<file path="config.mk">
export PLATFORM = sky130hd
export DESIGN_NAME = resonant_overcurrent_fault_timer
export DESIGN_NICKNAME = d
export VERILOG_FILES = /design/src/rtl/ocp_timer_pkg.sv /design/src/rtl/resonant_overcurrent_fault_timer.sv /design/src/rtl/input_sync.sv
export VERILOG_INCLUDE_DIRS = /design/src /design/src/rtl
export SDC_FILE = /design/constraint.sdc
export NUM_CORES = 1
export LEC_CHECK = 0
export BUFFER_PORTS_ARGS = -buffer_cell sky130_fd_sc_hd__buf_2
export CAP_MARGIN = 20
export CORE_UTILIZATION = 55
export CTS_BUF_LIST = sky130_fd_sc_hd__clkbuf_16
export DETAILED_ROUTE_END_ITERATION = 10
export PLACE_DENSITY_LB_ADDON = 0.25
export SLEW_MARGIN = 10
export SYNTH_ARGS = -nofsm -noshare
export SYNTH_HDL_FRONTEND = slang
export SYNTH_SLANG_ARGS = --single-unit
</file>
<file path="constraint.sdc">
create_clock -name clock_in -period 2.7 [get_ports clock_in]
set_input_delay 0.54 -clock clock_in [delete_from_list [all_inputs] [get_ports clock_in]]
set_output_delay 0.54 -clock clock_in [all_outputs]
set_load 0.005 [all_outputs]
</file>
<file path="src/rtl/ocp_timer_params.svh">
`ifndef OCP_TIMER_PARAMS_SVH
`define OCP_TIMER_PARAMS_SVH

// System clock period in ns (20 MHz)
`define CLK_PERIOD_NS        50
// Discharge pulse after a first-level event, in ns (5 us)
`define DISCH_PULSE_NS       5000
// Discharge pulse length in clock cycles
`define DISCH_PULSE_CYC      ((`DISCH_PULSE_NS + `CLK_PERIOD_NS - 1) / `CLK_PERIOD_NS)
// Reference tick period in ns (about 1 MHz)
`define REF_TICK_NS          1000
// Reference tick divider in clock cycles
`define REF_TICK_CYC         (`REF_TICK_NS / `CLK_PERIOD_NS)
// Cycle counter modulus (switching cycles)
`define CYCLE_MODULUS        128
// Long counter modulus (reference ticks, 20K)
`define LONG_MODULUS         20000
// Amount taken off the long counter at each cycle-counter end of count
`define LONG_DECREMENT       32
// Switching cycles of soft-stop before halting
`define SOFT_STOP_CYCLES     128
// Nominal and least overload run time in ms
`define LONG_NOMINAL_MS      20
`define LONG_MIN_MS          18

`endif

</file>
<file path="src/rtl/ocp_timer_pkg.sv">
package ocp_timer_pkg;

    // Comparator and supply inputs gathered together
    typedef struct packed {
        logic frequency_shift_threshold;
        logic immediate_stop_threshold;
        logic soft_start_above_min;
        logic supply_off_threshold;
        logic supply_on_threshold;
        logic switching_cycle;
    } sense_t;

    // Stage state
    typedef enum logic [2:0] {
        ST_OFF,
        ST_RUN,
        ST_SOFT_STOP,
        ST_HARD_STOP,
        ST_WAIT_ON
    } stage_state_t;

endpackage

</file>
<file path="src/rtl/resonant_overcurrent_fault_timer.sv">
// Notes on behaviour
// - Sense above shift threshold records an event and pulses discharge switch 5 us.
// - Each new threshold crossing after a pulse ends gives a fresh pulse.
// - Two counters: modulo-128 on switching cycles, modulo-20K on 1 MHz ticks.
// - First event while both counters idle starts both counters.
// - Event before 128 cycles restarts cycle counter; long counter runs on.
// - Each cycle-counter end of count subtracts 32 from long counter, freezes it.
// - Long counter reaching zero stops cycle counter; mechanism returns idle.
// - Event while long counter frozen resumes it and resets cycle counter.
// - Long counter end of count starts soft-stop and stops both counters.
// - Soft-stop holds discharge closed, halts switching after 128 cycles.
// - After soft-stop stay off until supply off, then start-up, restart at on.
// - Long count ends after nominal 20 ms, never under 18 ms.
// - Immediate-stop threshold halts switching at once, discharge held closed.
// - After immediate stop restart only via supply off then on threshold.
// - Immediate-stop comparator ignored until soft-start voltage above minimum.
`timescale 1ns/100ps
`include "ocp_timer_params.svh"

module resonant_overcurrent_fault_timer #(
    parameter int CYCLE_MOD   = `CYCLE_MODULUS,
    parameter int LONG_MOD    = `LONG_MODULUS,
    parameter int LONG_DEC    = `LONG_DECREMENT,
    parameter int PULSE_CYC   = `DISCH_PULSE_CYC,
    parameter int REF_DIV     = `REF_TICK_CYC,
    parameter int STOP_CYCLES = `SOFT_STOP_CYCLES
) (
    input  wire logic                  clock_in,
    input  wire logic                  sys_rst_in,
    input  wire ocp_timer_pkg::sense_t sense_in,
    output logic                       discharge_switch_out,
    output logic                       gate_drive_enable_out,
    output logic                       high_voltage_startup_out,
    output logic                       first_level_overcurrent_event_out,
    output logic                       second_level_overcurrent_stop_out
);
    import ocp_timer_pkg::*;

    localparam int CW = $clog2(CYCLE_MOD + 1);
    localparam int LW = $clog2(LONG_MOD + 1);
    localparam int PW = $clog2(PULSE_CYC + 1);
    localparam int DW = $clog2(REF_DIV + 1);
    localparam int SW = $clog2(STOP_CYCLES + 1);

    sense_t        sync_s;
    logic          shift_d_r;
    logic          cyc_d_r;
    logic          first_level_overcurrent_event;
    logic          cyc_tick;
    logic          ref_tick;
    stage_state_t  state_r,     state_nxt;
    logic [PW-1:0] pulse_r,     pulse_nxt;
    logic [DW-1:0] div_r,       div_nxt;
    logic [CW-1:0] cyc_cnt_r,   cyc_cnt_nxt;
    logic [LW-1:0] long_cnt_r,  long_cnt_nxt;
    logic          active_r,    active_nxt;
    logic          frozen_r,    frozen_nxt;
    logic [SW-1:0] stop_cnt_r,  stop_cnt_nxt;
    logic          disch_nxt;
    logic          gate_nxt;
    logic          high_voltage_startup_nxt;
    logic          first_level_overcurrent_event_nxt;
    logic          second_level_overcurrent_stop_nxt;

    // Comparator and supply levels come from the analog side, so synchronise
    input_sync #(
        .WIDTH ($bits(sense_t))
    ) u_sync (
        .clock_in   (clock_in),
        .sys_rst_in (sys_rst_in),
        .async_in   (sense_in),
        .sync_out   (sync_s)
    );

    // Edge detect on the synchronised comparator and switching-cycle inputs
    always_ff @(posedge clock_in)
    begin
        if (sys_rst_in)
        begin
            shift_d_r <= 1'b0;
            cyc_d_r   <= 1'b0;
        end
        else
        begin
            shift_d_r <= sync_s.frequency_shift_threshold;
            cyc_d_r   <= sync_s.switching_cycle;
        end
    end

    // A crossing only counts once the previous pulse is over
    assign first_level_overcurrent_event     = sync_s.frequency_shift_threshold && !shift_d_r
                      && (pulse_r == '0) && (state_r == ST_RUN);
    assign cyc_tick = sync_s.switching_cycle && !cyc_d_r;
    assign ref_tick = (div_r == DW'(REF_DIV - 1));

    // Overload timing, stage sequencing and output values
    always_comb
    begin
        state_nxt    = state_r;
        pulse_nxt    = pulse_r;
        cyc_cnt_nxt  = cyc_cnt_r;
        long_cnt_nxt = long_cnt_r;
        active_nxt   = active_r;
        frozen_nxt   = frozen_r;
        stop_cnt_nxt = stop_cnt_r;
        div_nxt      = ref_tick ? '0 : div_r + 1'b1;
        first_level_overcurrent_event_nxt     = first_level_overcurrent_event;
        second_level_overcurrent_stop_nxt     = second_level_overcurrent_stop_out;

        // Fixed-length discharge pulse
        if (first_level_overcurrent_event)
            pulse_nxt = PW'(PULSE_CYC);
        else if (pulse_r != '0)
            pulse_nxt = pulse_r - 1'b1;

        unique case (state_r)
            ST_OFF:
            begin
                // Powered-up start waits for the on threshold
                if (sync_s.supply_on_threshold)
                    state_nxt = ST_RUN;
            end
            ST_RUN:
            begin
                // Second-level trip is masked while soft-start is low
                if (sync_s.immediate_stop_threshold && sync_s.soft_start_above_min)
                begin
                    state_nxt = ST_HARD_STOP;
                    second_level_overcurrent_stop_nxt  = 1'b1;
                end
                else if (first_level_overcurrent_event)
                begin
                    cyc_cnt_nxt = '0;
                    active_nxt  = 1'b1;
                    frozen_nxt  = 1'b0;
                    if (!active_r)
                        long_cnt_nxt = '0;
                    else if (!frozen_r && ref_tick)
                        long_cnt_nxt = long_cnt_r + 1'b1;
                end
                else if (active_r)
                begin
                    if (!frozen_r && ref_tick)
                        long_cnt_nxt = long_cnt_r + 1'b1;
                    if (cyc_tick)
                    begin
                        if (cyc_cnt_r == CW'(CYCLE_MOD - 1))
                        begin
                            cyc_cnt_nxt = '0;
                            frozen_nxt  = 1'b1;
                            // Saturate at zero: counter may sit below the step
                            if (long_cnt_r <= LW'(LONG_DEC))
                            begin
                                long_cnt_nxt = '0;
                                active_nxt   = 1'b0;
                                frozen_nxt   = 1'b0;
                            end
                            else
                                long_cnt_nxt = long_cnt_r - LW'(LONG_DEC);
                        end
                        else
                            cyc_cnt_nxt = cyc_cnt_r + 1'b1;
                    end
                end
                // End of the long count wins over a same-cycle decrement
                if (active_r && !frozen_r && ref_tick && long_cnt_r == LW'(LONG_MOD - 1)
                    && state_nxt == ST_RUN)
                begin
                    state_nxt    = ST_SOFT_STOP;
                    active_nxt   = 1'b0;
                    frozen_nxt   = 1'b0;
                    cyc_cnt_nxt  = '0;
                    long_cnt_nxt = '0;
                    stop_cnt_nxt = '0;
                end
            end
            ST_SOFT_STOP:
            begin
                // A dead short still trips during soft-stop; otherwise switching runs a fixed count
                if (sync_s.immediate_stop_threshold && sync_s.soft_start_above_min)
                begin
                    state_nxt = ST_HARD_STOP;
                    second_level_overcurrent_stop_nxt  = 1'b1;
                end
                else if (cyc_tick)
                begin
                    if (stop_cnt_r == SW'(STOP_CYCLES - 1))
                        state_nxt = ST_WAIT_ON;
                    else
                        stop_cnt_nxt = stop_cnt_r + 1'b1;
                end
            end
            ST_HARD_STOP:
            begin
                // Latched until supply has collapsed
                if (sync_s.supply_off_threshold)
                    state_nxt = ST_WAIT_ON;
            end
            ST_WAIT_ON:
            begin
                // Supply recharges through start-up; restart from clean state
                if (sync_s.supply_on_threshold && !sync_s.supply_off_threshold)
                begin
                    state_nxt    = ST_RUN;
                    active_nxt   = 1'b0;
                    frozen_nxt   = 1'b0;
                    cyc_cnt_nxt  = '0;
                    long_cnt_nxt = '0;
                    pulse_nxt    = '0;
                    second_level_overcurrent_stop_nxt     = 1'b0;
                end
            end
        endcase

        // Soft-stop after expiry must first see supply fall
        if (state_r == ST_SOFT_STOP && state_nxt == ST_WAIT_ON && !sync_s.supply_off_threshold)
            state_nxt = ST_HARD_STOP;

        disch_nxt = (pulse_nxt != '0) || (state_nxt != ST_RUN);
        gate_nxt  = (state_nxt == ST_RUN) || (state_nxt == ST_SOFT_STOP);
        high_voltage_startup_nxt  = (state_nxt == ST_WAIT_ON) || (state_nxt == ST_OFF);
    end

    // State registers; outputs straight from flip-flops
    always_ff @(posedge clock_in)
    begin
        if (sys_rst_in)
        begin
            state_r                           <= ST_OFF;
            pulse_r                           <= '0;
            div_r                             <= '0;
            cyc_cnt_r                         <= '0;
            long_cnt_r                        <= '0;
            active_r                          <= 1'b0;
            frozen_r                          <= 1'b0;
            stop_cnt_r                        <= '0;
            discharge_switch_out              <= 1'b1;
            gate_drive_enable_out             <= 1'b0;
            high_voltage_startup_out          <= 1'b1;
            first_level_overcurrent_event_out <= 1'b0;
            second_level_overcurrent_stop_out <= 1'b0;
        end
        else
        begin
            state_r                           <= state_nxt;
            pulse_r                           <= pulse_nxt;
            div_r                             <= div_nxt;
            cyc_cnt_r                         <= cyc_cnt_nxt;
            long_cnt_r                        <= long_cnt_nxt;
            active_r                          <= active_nxt;
            frozen_r                          <= frozen_nxt;
            stop_cnt_r                        <= stop_cnt_nxt;
            discharge_switch_out              <= disch_nxt;
            gate_drive_enable_out             <= gate_nxt;
            high_voltage_startup_out          <= high_voltage_startup_nxt;
            first_level_overcurrent_event_out <= first_level_overcurrent_event_nxt;
            second_level_overcurrent_stop_out <= second_level_overcurrent_stop_nxt;
        end
    end

endmodule

</file>
<file path="src/rtl/input_sync.sv">
`timescale 1ns/100ps

// Two-stage synchroniser for a bundle of asynchronous inputs
module input_sync #(
    parameter int WIDTH = 6
) (
    input  wire logic             clock_in,
    input  wire logic             sys_rst_in,
    input  wire logic [WIDTH-1:0] async_in,
    output logic      [WIDTH-1:0] sync_out
);

    logic [WIDTH-1:0] meta_r;
    logic [WIDTH-1:0] meta_nxt;
    logic [WIDTH-1:0] sync_nxt;

    // First stage feeds the second only
    always_comb
    begin
        meta_nxt = async_in;
        sync_nxt = meta_r;
    end

    // Both stages clear on reset
    always_ff @(posedge clock_in)
    begin
        if (sys_rst_in)
        begin
            meta_r   <= '0;
            sync_out <= '0;
        end
        else
        begin
            meta_r   <= meta_nxt;
            sync_out <= sync_nxt;
        end
    end

endmodule

</file>
==> impl_metrics.tcl <==
set metrics [dict create \
    p_leak_uw 0.00159 \
    synthAdderAreaFrac_pct 2.74 \
    synth-seq-cells 67 \
    period_share_pct 94.1 \
    nets 502 \
    avgSynthCellArea_um2 8.21 \
    cap_violations 0 \
    skew_ps 5.41 \
    dieHeight_um 83.5 \
    p_total_uw 2720 \
    required_ps 2920 \
    grt_usage_pct 27.0 \
    clock_latency_ps 330 \
    final_common_cell "dfxtp_1" \
    pin_count 13 \
    reg2reg_slack_ps 160 \
    crit_type "register to register" \
    outcome "finished clean" \
    fillers 533 \
    placed_cells 549 \
    cts_max_level 3 \
    synth_enable_flop_cells 0 \
    ctsHoldBuffers 0 \
    timing.rr.end "cyc_cnt_r[6]" \
    yosys.area_share.simple_pct 30.3 \
    worstPathArrival_ps 2760 \
    clockBufferDepth 2 \
    drc 0 \
    synth_cell_types 68 \
    worst_pin_slew_ps 718 \
    clk_pin_slew_ps 50 \
    crit_end "cyc_cnt_r[6]" \
    grt_pass1_wl_mm 15.3 \
    rsz0062_at_grt "no" \
    syn_area_mm2 0.00365 \
    place_congestion 0.909 \
    num_rows 29 \
    die-area_mm2 0.00697 \
    cp_max_fo 8 \
    drt_iter0_drc 364 \
    overflow 0 \
    num_antenna_cells 0 \
    antenna_found_initial 0 \
    finalHoldViolations 0 \
    post-place-ws_ps 136 \
    via_per_inst 6.40 \
    start_util_pct 57.2 \
    fmax_ghz 0.394 \
    synth_top_family_by_area "simple AND/OR/NAND/NOR gates" \
    synthArstFlopShare_pct 0 \
    synth-compound-area-share_pct 21.1 \
    period_needed_ps 2540 \
    drive_gt1_share_pct 14.5 \
    cts_root_buffer "clkbuf_16" \
    min_path_type "primary input to register" \
    firstDrtPassIters 5 \
    layoutNonFillerInstCount 567 \
    synth_top_area_cell "dfxtp_1" \
    cts_buffers 9 \
    setup_viol 0 \
    synth_ff_type "dfxtp_1" \
    layout_common_cells "dfxtp_1 (67), nor2_1 (54), buf_4 (35)" \
    cp-end-kind "register" \
    slew_viol_final 0 \
    synth_area_leaders "dfxtp_1 (37%), nor2_1 (5.5%), a21oi_1 (4.2%), xnor2_1 (2.9%), ha_1 (2.7%)" \
    final_antenna_net_count 0 \
    grt_start_max_net_pins 32 \
    finalSetupTns_ps 0 \
    core_area_mm2 0.00639 \
    dp_hpwl_mm 6.53 \
    worst-r2r-cell-count 9 \
    synth_mux_area_share_pct 0.548 \
    vias 3629 \
    port_buffers 12 \
    cp-startpoint "pulse_r[0]" \
    die_w_um 83.5 \
    area_growth_pct 17.5 \
    totalWireLength_mm 9.20 \
    slew-limit-headroom_pct 52.0 \
    synthCells 445 \
    cts_tree "yes" \
    crit_path_start_kind "register" \
    r2r_start "pulse_r[0]" \
    clkSinkCount 67 \
    hold_ws_ps 414 \
    setup_ws_ps 160 \
    wl_per_cell_um 16.2 \
    grt_pass1_vias 3214 \
    yosysWarnings 0 \
    power_density_mw_per_mm2 633 \
    ir_drop_uv 524 \
    yosys.area_share.xor_xnor_pct 5.03 \
    yosysTopAreaCellShare_pct 36.7 \
    synth_fp_nets 461 \
    yosysSeqAreaShare_pct 36.7 \
]
## critical path, stage by stage, from the launching register on
cell     delay [ps]
dfxtp_1         340
inv_1           110
ha_1            170
or4b_1          490
buf_4           190
o21ai_0         170
a21oi_1         130
a21oi_2         360
o21ai_0         170
a32o_1          290
## through the flow
step / instance area, µm² / util, %
after floorplan: 3650 / -
after global placement: 3980 / 62.2
after detailed placement: 3980 / 62.2
after CTS: 4260 / 66.7
after global routing: 4290 / 67.2
final: 4290 / 67.2
## layout make-up
| type | instances | area, µm² | share of cell area, % |
|---|---|---|---|
| inverters | 15 | 56.3 | 1.31 |
| clock buffers | 9 | 225 | 5.25 |
| well taps | 77 | 96.3 | 2.24 |
| flip-flops and latches | 67 | 1340 | 31.3 |
| repair buffers | 47 | 323 | 7.52 |
| multi-input cells | 346 | 2190 | 51.0 |
| clock inverters | 6 | 58.8 | 1.37 |
## report_power, final
group	switching (µW)	total, µW	internal (µW)
sequential	63.2	1110	1040
combinational	255	471	217
clock	435	1140	702
## routing by layer
layer | global-route usage (%) | share of wire (%) | vias to the layer above
met4 | 12.2 | 2.7 | 0
met2 | 43.7 | 47 | 161
li1 | - | - | 1747
met1 | 35.5 | 44 | 1698
met3 | 4.35 | 6.6 | 23
met5 | 0 | 0 | -
## repair_timing
item / 4_1_cts / 5_1_grt
gates resized for setup: 0 / 3
setup endpoints to repair: 0 / 7
hold endpoints to repair: 0 / 0
setup buffers: 0 / 3
## flip-flops by register name, indices dropped and copies added, names as in the netlist, 3 cells and up
signal,count
cyc_cnt_r,8
div_r,5
long_cnt_r,15
pulse_r,7
state_r,3
stop_cnt_r,8
u_sync.meta_r,6
u_sync.sync_out,6
## logic make-up after synthesis
kind of cell | after synthesis
AO/OA/AOI/OAI | 111
XOR/XNOR | 21
adder cells (fa/ha/maj) | 8
buffers and inverters | 32
flip-flops | 67
multiplexers | 2
AND/OR/NAND/NOR | 204
## synth_stat cells (13+ instances only)
| library cell | n |
|---|---|
| dfxtp_1 | 67 |
| nor2_1 | 54 |
| a21oi_1 | 31 |
| nand2_1 | 25 |
| nand3_1 | 17 |
| nor3_1 | 17 |
| o21ai_0 | 16 |
| nor2b_1 | 15 |
| inv_1 | 14 |
| clkbuf_1 | 13 |
## how the worst min path moves through the flow
stage,slack [ps],cells past startpoint,start,to
after floorplan,410,1,u_sync.meta_r[0],u_sync.sync_out[0]
after global placement,420,1,u_sync.meta_r[0],u_sync.sync_out[0]
after detailed placement,420,1,u_sync.meta_r[0],u_sync.sync_out[0]
after CTS,410,2,sense_in[0],u_sync.meta_r[0]
after global routing,420,2,sense_in[5],u_sync.meta_r[5]
final,410,2,sense_in[0],u_sync.meta_r[0]
Note: power is estimated with default switching activity, not from simulation.
